### config.mk
export PLATFORM = sky130hd
export DESIGN_NAME = pipelined_adc_sample_port
export DESIGN_NICKNAME = d
export VERILOG_FILES = /design/src/hdl/pipelined_adc_sample_port.v /design/src/hdl/sample_fifo.v
export VERILOG_INCLUDE_DIRS = /design/src /design/src/hdl
export SDC_FILE = /design/constraint.sdc
export NUM_CORES = 1
export LEC_CHECK = 0
export ABC_AREA = 1
export BUFFER_PORTS_ARGS = -buffer_cell sky130_fd_sc_hd__buf_2
export CORE_MARGIN = 2
export CORE_UTILIZATION = 38
export DETAILED_ROUTE_END_ITERATION = 7
export HOLD_SLACK_MARGIN = 0.03
export PLACE_DENSITY = 0.57
export SLEW_MARGIN = 30
export SYNTH_ARGS = -nofsm -noshare
export SYNTH_HDL_FRONTEND = slang
export SYNTH_SLANG_ARGS = --single-unit
export TNS_END_PERCENT = 10
### constraint.sdc
create_clock -name aclk -period 1.8 [get_ports aclk]
set_input_delay 0.36 -clock aclk [delete_from_list [all_inputs] [get_ports aclk]]
set_output_delay 0.36 -clock aclk [all_outputs]
set_load 0.005 [all_outputs]
### src/hdl/sample_port_defines.vh
`ifndef SAMPLE_PORT_DEFINES_VH
`define SAMPLE_PORT_DEFINES_VH

`define SAMPLE_WIDTH        10
`define LEVEL_WIDTH         11
`define PIPE_LATENCY        5
`define FIFO_DEPTH          4

`define REG_CTRL_OFS        4'h0
`define REG_STATUS_OFS      4'h4
`define REG_DATA_OFS        4'h8
`define REG_DROP_OFS        4'hc

`define CTRL_CAPTURE_BIT    0
`define CTRL_TWOS_BIT       1
`define CTRL_RESET_VAL      2'h0

`define STAT_PD_BIT         0
`define STAT_SPAN_BIT       1
`define STAT_REF_BIT        2
`define STAT_OEN_BIT        3
`define STAT_VALID_BIT      4
`define STAT_LEVEL_LSB      8
`define STAT_FULL_BIT       12

`define DATA_VALID_BIT      31

`define SPAN_1V_OFFSET      11'h200
`define CODE_MAX            10'h3ff
`define CODE_MID_BIT        9

`define PIN_OEN_DEFAULT     1'b0
`define PIN_SPAN_DEFAULT    1'b1
`define PIN_REF_DEFAULT     1'b1
`define PIN_PD_DEFAULT      1'b0

`define RESP_OKAY           2'h0
`define RESP_SLVERR         2'h2

`endif

### src/hdl/pipelined_adc_sample_port.v
`timescale 1ns/1ps
`include "sample_port_defines.vh"

// Summary of operation
// RULE1 - High output enable floats sample pins
// RULE2 - Power-down request high stops conversion
// RULE3 - Span select high 2V, low 1V
// RULE4 - Reference select high external, low internal
// RULE5 - Ten-bit word, sample_msb down to sample_lsb
// RULE6 - New data valid at rising clock edge
// RULE7 - Output word five clocks after sampling
// RULE8 - Every ten-bit code reachable, none missing
// RULE9 - Input sampled on rising clock edge
// RULE10 - Straight offset binary; MSB flip gives two's
// RULE11 - Open span/reference pins default 2V, external
// RULE12 - Capturer discards first five words, aligns
module pipelined_adc_sample_port
#(
	parameter SW      = `SAMPLE_WIDTH,
	parameter LW      = `LEVEL_WIDTH,
	parameter LATENCY = `PIPE_LATENCY,
	parameter DEPTH   = `FIFO_DEPTH
)
(
	input  wire          aclk,
	input  wire          aresetn,
	input  wire [LW-1:0] analog_level,
	input  wire          output_enable_n,
	input  wire          power_down_request,
	input  wire          input_span_select,
	input  wire          reference_source_select,
	output wire [SW-1:0] sample_out,
	output wire [SW-1:0] sample_oe,
	output wire          sample_valid,
	output wire          internal_ref_active,
	input  wire [3:0]    s_axi_awaddr,
	input  wire          s_axi_awvalid,
	output wire          s_axi_awready,
	input  wire [31:0]   s_axi_wdata,
	input  wire [3:0]    s_axi_wstrb,
	input  wire          s_axi_wvalid,
	output wire          s_axi_wready,
	output wire [1:0]    s_axi_bresp,
	output wire          s_axi_bvalid,
	input  wire          s_axi_bready,
	input  wire [3:0]    s_axi_araddr,
	input  wire          s_axi_arvalid,
	output wire          s_axi_arready,
	output wire [31:0]   s_axi_rdata,
	output wire [1:0]    s_axi_rresp,
	output wire          s_axi_rvalid,
	input  wire          s_axi_rready
);
	// Static pins: two-flop synchronisers, reset to the pull defaults
	reg  [3:0]    pin_meta_ff;
	reg  [3:0]    pin_sync_ff;
	wire          oen_s;
	wire          pd_s;
	wire          span_s;
	wire          ref_s;

	// Conversion pipeline
	reg  [SW-1:0] stage_ff [0:LATENCY-1];
	reg  [SW-1:0] sample_out_ff;
	reg  [SW-1:0] sample_oe_ff;
	reg           sample_valid_ff;
	reg           int_ref_ff;
	reg  [2:0]    fill_ff;
	reg  [SW-1:0] nxt_code;
	reg  [LW-1:0] shifted;

	// Register file
	reg  [1:0]    ctrl_ff;
	reg  [15:0]   drop_ff;
	reg           aw_held_ff;
	reg           w_held_ff;
	reg  [3:0]    aw_addr_ff;
	reg  [31:0]   w_data_ff;
	reg  [3:0]    w_strb_ff;
	reg           awready_ff;
	reg           wready_ff;
	reg           bvalid_ff;
	reg  [1:0]    bresp_ff;
	reg           arready_ff;
	reg           rvalid_ff;
	reg  [31:0]   rdata_ff;
	reg  [1:0]    rresp_ff;
	reg  [31:0]   nxt_rdata;
	reg  [1:0]    nxt_rresp;

	// FIFO between the sample stream and the data register
	wire          fifo_in_valid;
	wire          fifo_in_ready;
	wire [SW-1:0] fifo_out_data;
	wire          fifo_out_valid;
	wire          fifo_pop;
	wire [2:0]    fifo_level;
	wire          ar_take;
	wire          ar_is_data;
	wire          do_write;

	always @(posedge aclk)
	begin
		if (!aresetn)
		begin
			pin_meta_ff <= {`PIN_REF_DEFAULT, `PIN_SPAN_DEFAULT,
			                `PIN_PD_DEFAULT, `PIN_OEN_DEFAULT}; // RULE1 RULE11
			pin_sync_ff <= {`PIN_REF_DEFAULT, `PIN_SPAN_DEFAULT,
			                `PIN_PD_DEFAULT, `PIN_OEN_DEFAULT}; // RULE1 RULE11
		end
		else
		begin
			pin_meta_ff <= {reference_source_select, input_span_select,
			                power_down_request, output_enable_n};
			pin_sync_ff <= pin_meta_ff;
		end
	end

	assign oen_s  = pin_sync_ff[0];
	assign pd_s   = pin_sync_ff[1];
	assign span_s = pin_sync_ff[2];
	assign ref_s  = pin_sync_ff[3];

	// Level LSB is a 1V-span code step, so both spans cover all codes
	always @*
	begin
		shifted  = {LW{1'b0}};
		nxt_code = {SW{1'b0}};
		if (span_s)
			nxt_code = analog_level[LW-1:1]; // RULE3 RULE8
		else
		begin
			// 1V span: window centred on midscale, clipped at the ends
			if (analog_level < `SPAN_1V_OFFSET)
				nxt_code = {SW{1'b0}}; // RULE3
			else
			begin
				shifted = analog_level - `SPAN_1V_OFFSET;
				if (shifted[LW-1])
					nxt_code = `CODE_MAX; // RULE3
				else
					nxt_code = shifted[SW-1:0]; // RULE3 RULE8
			end
		end
	end

	genvar gi;
	generate
		for (gi = 0; gi < LATENCY; gi = gi + 1)
		begin : g_stage
			always @(posedge aclk)
			begin
				if (!aresetn)
					stage_ff[gi] <= {SW{1'b0}};
				else if (gi == 0)
					stage_ff[gi] <= nxt_code; // RULE9
				else
					stage_ff[gi] <= stage_ff[(gi > 0) ? gi - 1 : 0]; // RULE7
			end
		end
	endgenerate

	// Sample at edge k reaches sample_out at edge k+LATENCY
	always @(posedge aclk)
	begin
		if (!aresetn)
		begin
			sample_out_ff   <= {SW{1'b0}};
			sample_oe_ff    <= {SW{1'b0}};
			sample_valid_ff <= 1'b0;
			int_ref_ff      <= 1'b0;
			fill_ff         <= 3'h0;
		end
		else
		begin
			sample_oe_ff <= {SW{~oen_s}}; // RULE1
			int_ref_ff   <= ~ref_s; // RULE4
			if (pd_s)
			begin
				// Powered down: output parked, latency count restarts
				sample_out_ff   <= {SW{1'b0}}; // RULE2
				sample_valid_ff <= 1'b0; // RULE2
				fill_ff         <= 3'h0; // RULE2
			end
			else
			begin
				sample_out_ff <= stage_ff[LATENCY-1]; // RULE5 RULE6 RULE7 RULE10
				if (fill_ff == LATENCY[2:0])
					sample_valid_ff <= 1'b1; // RULE12
				else
					fill_ff <= fill_ff + 3'h1; // RULE12
			end
		end
	end

	assign sample_out          = sample_out_ff;
	assign sample_oe           = sample_oe_ff;
	assign sample_valid        = sample_valid_ff;
	assign internal_ref_active = int_ref_ff;

	// The stream cannot stall; a full FIFO drops and counts the word
	assign fifo_in_valid = ctrl_ff[`CTRL_CAPTURE_BIT] & sample_valid_ff;

	sample_fifo
	#(
		.WIDTH (SW),
		.DEPTH (DEPTH),
		.AW    (2)
	)
	u_fifo
	(
		.aclk      (aclk),
		.aresetn   (aresetn),
		.in_data   (sample_out_ff),
		.in_valid  (fifo_in_valid),
		.in_ready  (fifo_in_ready),
		.out_data  (fifo_out_data),
		.out_valid (fifo_out_valid),
		.out_ready (fifo_pop),
		.level     (fifo_level)
	);

	assign do_write   = aw_held_ff & w_held_ff & ~bvalid_ff;
	assign ar_take    = s_axi_arvalid & arready_ff;
	assign ar_is_data = (s_axi_araddr[3:2] == `REG_DATA_OFS >> 2);
	assign fifo_pop   = ar_take & ar_is_data;

	// Write channel: address and data accepted in either order
	always @(posedge aclk)
	begin
		if (!aresetn)
		begin
			aw_held_ff <= 1'b0;
			w_held_ff  <= 1'b0;
			aw_addr_ff <= 4'h0;
			w_data_ff  <= 32'h0000_0000;
			w_strb_ff  <= 4'h0;
			awready_ff <= 1'b0;
			wready_ff  <= 1'b0;
			bvalid_ff  <= 1'b0;
			bresp_ff   <= `RESP_OKAY;
			ctrl_ff    <= `CTRL_RESET_VAL;
		end
		else
		begin
			awready_ff <= s_axi_awvalid & ~awready_ff & ~aw_held_ff & ~bvalid_ff;
			wready_ff  <= s_axi_wvalid & ~wready_ff & ~w_held_ff & ~bvalid_ff;
			if (s_axi_awvalid && awready_ff)
			begin
				aw_held_ff <= 1'b1;
				aw_addr_ff <= s_axi_awaddr;
			end
			if (s_axi_wvalid && wready_ff)
			begin
				w_held_ff <= 1'b1;
				w_data_ff <= s_axi_wdata;
				w_strb_ff <= s_axi_wstrb;
			end
			if (do_write)
			begin
				aw_held_ff <= 1'b0;
				w_held_ff  <= 1'b0;
				bvalid_ff  <= 1'b1;
				bresp_ff   <= `RESP_OKAY;
				case (aw_addr_ff[3:2])
					`REG_CTRL_OFS >> 2:
					begin
						if (w_strb_ff[0])
							ctrl_ff <= w_data_ff[1:0];
					end
					`REG_STATUS_OFS >> 2,
					`REG_DATA_OFS >> 2,
					`REG_DROP_OFS >> 2:
					begin
						// Read-only; writes are ignored
					end
					default:
					begin
						bresp_ff <= `RESP_SLVERR;
					end
				endcase
			end
			else if (bvalid_ff && s_axi_bready)
				bvalid_ff <= 1'b0;
		end
	end

	// Drop counter saturates rather than wraps, so a stale count is visible
	always @(posedge aclk)
	begin
		if (!aresetn)
			drop_ff <= 16'h0000;
		else if (fifo_in_valid && !fifo_in_ready && drop_ff != 16'hffff)
			drop_ff <= drop_ff + 16'h0001;
	end

	always @*
	begin
		nxt_rdata = 32'h0000_0000;
		nxt_rresp = `RESP_OKAY;
		case (s_axi_araddr[3:2])
			`REG_CTRL_OFS >> 2:
				nxt_rdata[1:0] = ctrl_ff;
			`REG_STATUS_OFS >> 2:
			begin
				nxt_rdata[`STAT_PD_BIT]    = pd_s;
				nxt_rdata[`STAT_SPAN_BIT]  = span_s;
				nxt_rdata[`STAT_REF_BIT]   = ref_s;
				nxt_rdata[`STAT_OEN_BIT]   = oen_s;
				nxt_rdata[`STAT_VALID_BIT] = sample_valid_ff;
				nxt_rdata[`STAT_LEVEL_LSB+2:`STAT_LEVEL_LSB] = fifo_level;
				nxt_rdata[`STAT_FULL_BIT]  = ~fifo_in_ready;
			end
			`REG_DATA_OFS >> 2:
			begin
				nxt_rdata[`DATA_VALID_BIT] = fifo_out_valid;
				nxt_rdata[SW-1:0] = fifo_out_data;
				if (ctrl_ff[`CTRL_TWOS_BIT])
					nxt_rdata[`CODE_MID_BIT] = ~fifo_out_data[`CODE_MID_BIT]; // RULE10
				if (!fifo_out_valid)
					nxt_rdata[SW-1:0] = {SW{1'b0}};
			end
			`REG_DROP_OFS >> 2:
				nxt_rdata[15:0] = drop_ff;
			default:
				nxt_rresp = `RESP_SLVERR;
		endcase
	end

	always @(posedge aclk)
	begin
		if (!aresetn)
		begin
			arready_ff <= 1'b0;
			rvalid_ff  <= 1'b0;
			rdata_ff   <= 32'h0000_0000;
			rresp_ff   <= `RESP_OKAY;
		end
		else
		begin
			arready_ff <= s_axi_arvalid & ~arready_ff & ~rvalid_ff;
			if (ar_take)
			begin
				rvalid_ff <= 1'b1;
				rdata_ff  <= nxt_rdata;
				rresp_ff  <= nxt_rresp;
			end
			else if (rvalid_ff && s_axi_rready)
				rvalid_ff <= 1'b0;
		end
	end

	assign s_axi_awready = awready_ff;
	assign s_axi_wready  = wready_ff;
	assign s_axi_bvalid  = bvalid_ff;
	assign s_axi_bresp   = bresp_ff;
	assign s_axi_arready = arready_ff;
	assign s_axi_rvalid  = rvalid_ff;
	assign s_axi_rdata   = rdata_ff;
	assign s_axi_rresp   = rresp_ff;
endmodule

### src/hdl/sample_fifo.v
`timescale 1ns/1ps
module sample_fifo
#(
	parameter WIDTH = 10,
	parameter DEPTH = 4,
	parameter AW    = 2
)
(
	input  wire             aclk,
	input  wire             aresetn,
	input  wire [WIDTH-1:0] in_data,
	input  wire             in_valid,
	output wire             in_ready,
	output wire [WIDTH-1:0] out_data,
	output wire             out_valid,
	input  wire             out_ready,
	output wire [AW:0]      level
);
	reg [WIDTH-1:0] mem [0:DEPTH-1];
	reg [AW-1:0]    wr_ptr_ff;
	reg [AW-1:0]    rd_ptr_ff;
	reg [AW:0]      count_ff;
	wire            push;
	wire            pop;

	assign in_ready  = (count_ff != DEPTH[AW:0]);
	assign out_valid = (count_ff != {(AW+1){1'b0}});
	assign out_data  = mem[rd_ptr_ff];
	assign level     = count_ff;
	assign push      = in_valid & in_ready;
	assign pop       = out_valid & out_ready;

	always @(posedge aclk)
	begin
		if (push)
			mem[wr_ptr_ff] <= in_data;
	end

	// Pointers wrap at DEPTH so non power-of-two depths stay legal
	always @(posedge aclk)
	begin
		if (!aresetn)
		begin
			wr_ptr_ff <= {AW{1'b0}};
			rd_ptr_ff <= {AW{1'b0}};
			count_ff  <= {(AW+1){1'b0}};
		end
		else
		begin
			if (push)
				wr_ptr_ff <= (wr_ptr_ff == DEPTH[AW-1:0] - 1'b1) ? {AW{1'b0}} : wr_ptr_ff + 1'b1;
			if (pop)
				rd_ptr_ff <= (rd_ptr_ff == DEPTH[AW-1:0] - 1'b1) ? {AW{1'b0}} : rd_ptr_ff + 1'b1;
			if (push && !pop)
				count_ff <= count_ff + 1'b1;
			else if (pop && !push)
				count_ff <= count_ff - 1'b1;
		end
	end
endmodule

==> impl_metrics.json, run 1 <==
{
  "status": "completed",
  "relSlewSlack": 0.600,
  "async_reset_ff_frac": 0,
  "cts_hold_buf": 0,
  "path_clk_slew_ns": 0.07,
  "routabilityCongestion": 0.832,
  "hpwl_mm": 8.88,
  "multi_input_area_sq_um": 2180,
  "worst_pin_slew_ns": 0.599,
  "timing.final.crit_share": 0.998,
  "pwr-share-comb": 0.036,
  "numPortBuffers": 72,
  "seq_area_frac_synth": 0.573,
  "syn-cell-area_sq_um": 6640,
  "num_rows": 48,
  "start_util": 0.387,
  "insertion_delay_ns": 0.42,
  "peakVddDrop_mv": 0.640,
  "firstDrtPassIters": 7,
  "switching_power_w": 0.00170,
  "worstHoldPathType": "input pin to flop",
  "critPathLaunchType": "flop",
  "grt_overflow": 0,
  "vias_per_cell": 4.37,
  "seq_area_sq_um": 3810,
  "setup_viol": 0,
  "synth.avg_cell_area_sq_um": 8.59,
  "cap_violations": 0,
  "ios": 129,
  "die_height_microns": 136,
  "path_class": "flop to flop",
  "place_ws_ns": -0.0956,
  "layout-drive-gt1-share": 0.192,
  "synth_top_area_share": 0.392,
  "clock.fmax_ghz": 0.557,
  "drt_wl_total_mm": 13.0,
  "pwr-share-clk": 0.450,
  "grt_pass1_wl_mm": 20.7,
  "rsz0062_at_grt": "true",
  "synth-edff-count": 40,
  "slew_viol_final": 0,
  "cts_made_buffers": 17,
  "fill_cells": 1703,
  "gr-usage-all-layers": 0.147,
  "synth_top_cell_by_area": "dfxtp_1",
  "postLayoutCellArea_sq_um": 7860,
  "drc_errors": 0,
  "cp.required_ns": 2.11,
  "hold_viol": 0,
  "avgRoutedWirePerCell_microns": 11.9,
  "grt_pass1_vias": 4162,
  "num_vias": 4789,
  "min_period_ns": 1.80,
  "die_area_sq_um": 18600,
  "power.leakage_nw": 3.61,
  "sw_frac_of_total": 0.219,
  "antenna_found_initial": 0,
  "yosysUniqueCellTypes": 37,
  "core_area_sq_um": 17200,
  "p_int_w": 0.00607,
  "root_buffer": "clkbuf_16",
  "diodes": 0,
  "drtAntennaViolNets": 0,
  "worst-path-max-fanout": 3,
  "worst_slack_ns": 0.00399,
  "synthFlopType": "dfxtp_1",
  "fin_total_pwr_w": 0.00777,
  "skew_ns": 0.00919,
  "critPathCaptureType": "flop",
  "layout.nets": 935,
  "area_delta_synth_final_pct": 18.3,
  "dpl_cell_area_sq_um": 7230,
  "first_iter_violations": 277,
  "fp.dieW_microns": 136,
  "power.density_nw_per_um2": 989,
  "synth.area.top_cells": "dfxtp_1 39%, edfxtp_1 18%, nand2_1 11%",
  "grt_max_degree": 74,
  "ys_warn_count": 0,
  "arrival_ns": 2.11,
  "tritoncts": "built",
  "ys_ff_latch": 170,
  "cts_buffer_depth": 2,
  "cts_htree_levels": 4,
  "fin_tns_setup_ns": 0,
  "sequentialPowerShare": 0.514,
  "syn_inst": 773,
  "cts_sinks": 170
}
[flip-flops by register name, summed over array words and instances (netlist names), 2 cells and up, named ones only]
signal,flops
aw_addr_ff,2
ctrl_ff,2
drop_ff,16
fill_ff,3
pin_meta_ff,4
pin_sync_ff,4
s_axi_rdata,17
sample_out,10
stage_ff,50
u_fifo.level,3
u_fifo.mem,40
u_fifo.rd_ptr_ff,2
u_fifo.wr_ptr_ff,2
w_data_ff,2
[power by group through the flow]
stage               Sequential, W  Combinational (W)  Clock [W]
floorplan                 0.00407           0.000209          0
global placement          0.00408           0.000277          0
detailed placement        0.00408           0.000280          0
CTS                       0.00399           0.000280    0.00357
global route              0.00400           0.000324    0.00374
finish                    0.00399           0.000278    0.00349
[critical path, cell delays in order, from the launching register on]
cell and delay (ns):
dfxtp_2 0.34, nor3_2 0.18, nor2_1 0.08, nand2_1 0.09
ha_1 0.16, inv_2 0.05, fa_2 0.38, a21oi_2 0.14
o21ai_2 0.07, o21ai_1 0.13, a21oi_1 0.06
[worst paths after layout]
| check | start | end | slack (ns) | depth (start not counted) |
|---|---|---|---|---|
| max | u_fifo.level[0] | u_fifo.level[2] | 0.004 | 10 |
| min | reference_source_select | pin_meta_ff[3] | 0.12 | 2 |
| max reg2reg | u_fifo.level[0] | u_fifo.level[2] | 0.004 | 10 |
| min reg2reg | stage_ff[4][9] | sample_out[9] | 0.40 | 2 |
[layout by cell type (no fill, tap or decap), types with 2 or more instances in the layout]
| cell | netlist | layout |
|---|---|---|
| buf_2 | 6 | 72 |
| a21oi_1 | 47 | 46 |
| nor2_1 | 64 | 60 |
| dfxtp_1 | 130 | 127 |
| nand4_1 | 3 | 3 |
| inv_6 | 0 | 2 |
| a21oi_2 | 5 | 6 |
| xnor2_1 | 3 | 3 |
| nand2_1 | 187 | 186 |
| or2_2 | 5 | 5 |
| buf_4 | 28 | 26 |
| nor3_2 | 1 | 2 |
| inv_1 | 112 | 109 |
| nor3_1 | 6 | 5 |
| nand2_4 | 1 | 2 |
| xor2_1 | 3 | 3 |
| o211ai_1 | 4 | 4 |
| o21ai_2 | 1 | 2 |
| conb_1 | 1 | 19 |
| inv_2 | 0 | 3 |
| clkbuf_8 | 0 | 2 |
| inv_8 | 0 | 2 |
| o21ai_0 | 43 | 40 |
| nand2_2 | 4 | 4 |
| nand3_1 | 37 | 37 |
| nor2_2 | 2 | 6 |
| dfxtp_2 | 0 | 3 |
| o21ai_1 | 0 | 2 |
| edfxtp_1 | 40 | 40 |
| ha_1 | 11 | 11 |
| buf_12 | 1 | 2 |
| nor4_1 | 2 | 2 |
| clkinv_2 | 0 | 4 |
| clkbuf_16 | 0 | 17 |
[area by class of cell]
| cell class | instances | area share |
|---|---|---|
| Sequential cell | 170 | 0.485 |
| Clock inverter | 12 | 0.0143 |
| Inverter | 113 | 0.0540 |
| Multi-Input combinational cell | 455 | 0.277 |
| Tap cell | 225 | 0.0358 |
| Timing Repair Buffer | 100 | 0.0758 |
| Clock buffer | 20 | 0.0581 |
[stage by stage]
| step | util | cells | hold slack (ns) |
|---|---|---|---|
| 6_report | 0.457 | 1095 | 0.120 |
| 5_1_grt | 0.457 | 1095 | 0.115 |
| 4_1_cts | 0.455 | 1093 | 0.0999 |
| 3_5_place_dp | 0.421 | 1060 | 0.395 |
| 3_3_place_gp | 0.421 | 1060 | 0.392 |
| 2_1_floorplan | - | 791 | 0.390 |
[Yosys cell counts, types with 3 or more instances]
master / n
nand2_1: 187
dfxtp_1: 130
inv_1: 112
nor2_1: 64
a21oi_1: 47
o21ai_0: 43
edfxtp_1: 40
nand3_1: 37
buf_4: 28
clkbuf_1: 13
ha_1: 11
buf_2: 6
nor3_1: 6
a21oi_2: 5
or2_2: 5
buf_1: 4
nand2_2: 4
o211ai_1: 4
nand4_1: 3
xnor2_1: 3
xor2_1: 3
[cell families after synthesis]
logic type	share of synthesized area
buf+inv	0.114
compound gates	0.0848
other cells	0.000565
flops	0.573
simple gates	0.196
fa+ha+maj	0.0237
xor+xnor	0.00791
[metal layers]
| layer | share of wire | global-route usage | vias to the layer above | wire length, microns |
|---|---|---|---|---|
| li1 | - | - | 2548 | - |
| met1 | 0.50 | 0.200 | 2100 | 6500 |
| met2 | 0.42 | 0.217 | 113 | 5520 |
| met4 | 0.027 | 0.0706 | 0 | 352 |
| met3 | 0.048 | 0.0373 | 28 | 628 |
| met5 | 0 | 0 | - | 0 |
[timing repair]
item | CTS | global route
setup endpoints to repair | 32 | 2
resized for setup | 7 | 6
pin swaps | 0 | 7
buffers inserted | 1 | 2
Power figures use the tool's default switching activity.
==> inputs of run 2 (changes only) <==
--- a/config.mk
+++ b/config.mk
@@ -8,13 +8,14 @@
 export LEC_CHECK = 0
 export ABC_AREA = 1
 export BUFFER_PORTS_ARGS = -buffer_cell sky130_fd_sc_hd__buf_2
-export CORE_MARGIN = 2
-export CORE_UTILIZATION = 38
+export CORE_MARGIN = 4
+export CORE_UTILIZATION = 32
 export DETAILED_ROUTE_END_ITERATION = 7
 export HOLD_SLACK_MARGIN = 0.03
-export PLACE_DENSITY = 0.57
+export PLACE_DENSITY = 0.49
 export SLEW_MARGIN = 30
 export SYNTH_ARGS = -nofsm -noshare
 export SYNTH_HDL_FRONTEND = slang
+export SYNTH_HIERARCHICAL = 1
 export SYNTH_SLANG_ARGS = --single-unit
 export TNS_END_PERCENT = 10
==> run 2 against run 1 <==
Net effect: power rose by 2.1%; synthesized cell count fell by 0.78%; sequential cell count did not move; sequential share of layout area fell by 0.97 points; worst hold slack got worse by 0.0054 ns; non-clock buffer count rose by 4; largest power group unchanged.
==> impl_metrics.json, run 2 <==
{
  "layout.nets": 934,
  "routabilityCongestion": 0.782,
  "synth_top_area_share": 0.387,
  "cts_buffer_depth": 2,
  "critical-path-top-delay-family": "adder cells",
  "critPathMaxStageDelay_ns": 0.43,
  "sw_frac_of_total": 0.237,
  "pwr-share-comb": 0.034,
  "setup_viol": 0,
  "drtAntennaViolNets": 0,
  "die_area_sq_um": 23400,
  "diodes": 0,
  "cts_hold_buf": 0,
  "fin_total_pwr_w": 0.00793,
  "numPortBuffers": 72,
  "min_period_ns": 1.66,
  "fill_cells": 2110,
  "cp.required_ns": 2.11,
  "synth_most_common_cell": "nand2_1",
  "fp.dieW_microns": 153,
  "p_int_w": 0.00605,
  "gr-usage-all-layers": 0.121,
  "avgRoutedWirePerCell_microns": 12.2,
  "antenna_found_initial": 0,
  "yosys-top-cells-count": "159 x nand2_1, 130 x dfxtp_1, 100 x inv_1",
  "first_iter_violations": 211,
  "num_vias": 4759,
  "arrival_ns": 1.97,
  "timing.final.crit_share": 0.922,
  "start_util": 0.329,
  "cts_made_buffers": 17,
  "synth.avg_cell_area_sq_um": 8.76,
  "seq_area_sq_um": 3810,
  "grt_pass1_vias": 4472,
  "peakVddDrop_mv": 0.632,
  "yosysUniqueCellTypes": 39,
  "worst-path-max-fanout": 4,
  "cp_num_buf_inv": 2,
  "firstDrtPassIters": 4,
  "synthFlopType": "dfxtp_1",
  "seq_area_frac_synth": 0.566,
  "num_rows": 52,
  "insertion_delay_ns": 0.42,
  "hold_ws_ns": 0.115,
  "grt_pass1_wl_mm": 22.8,
  "path_cells": "inv_1 -> nand2_2 -> nand2_2 -> ha_2 -> inv_1 -> fa_2 -> o21ai_1 -> nor2_1",
  "grt_max_degree": 46,
  "cts_sinks": 170,
  "pwr-share-clk": 0.464,
  "layout_common_cells": "158 x nand2_1, 125 x dfxtp_1, 98 x inv_1, 97 x nor2_1, 72 x buf_2",
  "power.density_nw_per_um2": 989,
  "hold_viol": 0,
  "sequentialPowerShare": 0.503,
  "drt_wl_total_mm": 13.9,
  "vias_per_cell": 4.18,
  "layout-drive-gt1-share": 0.214,
  "largest_reg_flops": 50,
  "slew_viol_final": 0,
  "status": "completed",
  "syn-cell-area_sq_um": 6720,
  "drc_errors": 0,
  "final_common_cell": "nand2_1",
  "ys_warn_count": 6,
  "critPathCaptureType": "flop",
  "power.leakage_nw": 3.61,
  "hpwl_mm": 9.90,
  "cp_slowest_cell": "fa_2",
  "clock.fmax_ghz": 0.603,
  "critPathLaunchType": "flop",
  "core_area_sq_um": 20400,
  "async_reset_ff_frac": 0,
  "multi_input_area_sq_um": 2280,
  "skew_ns": 0.0104,
  "path_clk_slew_ns": 0.07,
  "area_delta_synth_final_pct": 19.5,
  "syn_inst": 767,
  "grt_overflow": 0,
  "regMostFlops": "stage_ff",
  "cap_violations": 0,
  "tritoncts": "built",
  "synth_top_cell_by_area": "dfxtp_1",
  "die_height_microns": 153,
  "root_buffer": "clkbuf_16",
  "synth.area.top_cells": "dfxtp_1 39%, edfxtp_1 18%, nand2_1 8.9%",
  "synth-edff-count": 40,
  "ios": 129,
  "worstHoldPathType": "input pin to flop",
  "switching_power_w": 0.00188,
  "path_class": "flop to flop",
  "ys_ff_latch": 170,
  "cts_htree_levels": 4
}
-- run 2: final timing paths --
kind,from,end,slack (ns),depth (start not counted)
setup / recovery,u_fifo/level[2],u_fifo/level[1],0.14,8
hold reg to reg,stage_ff[4][4],sample_out[4],0.41,2
setup reg to reg,u_fifo/level[2],u_fifo/level[1],0.14,8
hold / removal,output_enable_n,pin_meta_ff[0],0.11,3
-- run 2: power groups by stage --
stage,registers [W],clock network [W],logic [W]
after floorplan,0.00407,0,0.000207
after global placement,0.00408,0,0.000269
after detailed placement,0.00408,0,0.000271
after CTS,0.00399,0.00379,0.000272
after global routing,0.00400,0.00394,0.000309
final,0.00399,0.00368,0.000266
-- run 2: timing repair --
item | 4_1_cts | 5_1_grt
gates resized for setup | 0 | 9
hold endpoints to repair | 0 | 0
setup endpoints to repair | 0 | 2
buffers inserted | 0 | 3
-- run 2: metrics by stage --
| stage | util | cell area [sq um] | std cells | setup TNS, ns | setup slack [ns] |
|---|---|---|---|---|---|
| 6_report | 0.393 | 8020 | 1139 | 0 | 0.141 |
| 5_1_grt | 0.393 | 8020 | 1139 | -0.000738 | -0.000738 |
| 4_1_cts | 0.391 | 7990 | 1136 | 0 | 0.00842 |
| 3_5_place_dp | 0.362 | 7390 | 1104 | -0.00486 | -0.00486 |
| 3_3_place_gp | 0.362 | 7390 | 1104 | 0 | 0.0170 |
| 2_1_floorplan | - | 6800 | 785 | 0 | 0.00663 |
-- run 2: final cells by class --
type	count	share of cell area
well taps	270	0.0421
repair buffers	104	0.0764
clock buffers	17	0.0530
multi-input cells	461	0.284
flip-flops and latches	170	0.475
clock inverters	15	0.0220
inverters	102	0.0477
-- run 2: kinds of logic (layout without fill, tap and decap cells) --
logic type,after synthesis,count (layout),synth area share
and+or+nand+nor,310,310,0.194
DFF,170,170,0.566
buffers and inverters,154,238,0.107
AOI/OAI and AO/OA,112,112,0.0974
adders and majority gates,12,12,0.0235
xor gates and xnor gates,8,8,0.0104
other,1,19,0.000558
-- run 2: metal layers --
| layer | up-vias | wire, microns | track usage |
|---|---|---|---|
| met5 | - | 0 | 0 |
| met4 | 0 | 115 | 0.0344 |
| met3 | 8 | 483 | 0.0314 |
| met2 | 69 | 6600 | 0.199 |
| met1 | 2120 | 6680 | 0.160 |
| li1 | 2562 | - | - |
-- run 2: worst min-delay path, cell delays in order --
cell and delay, ns:
buf_2 0.07, nand2_1 0.04, inv_1 0.04
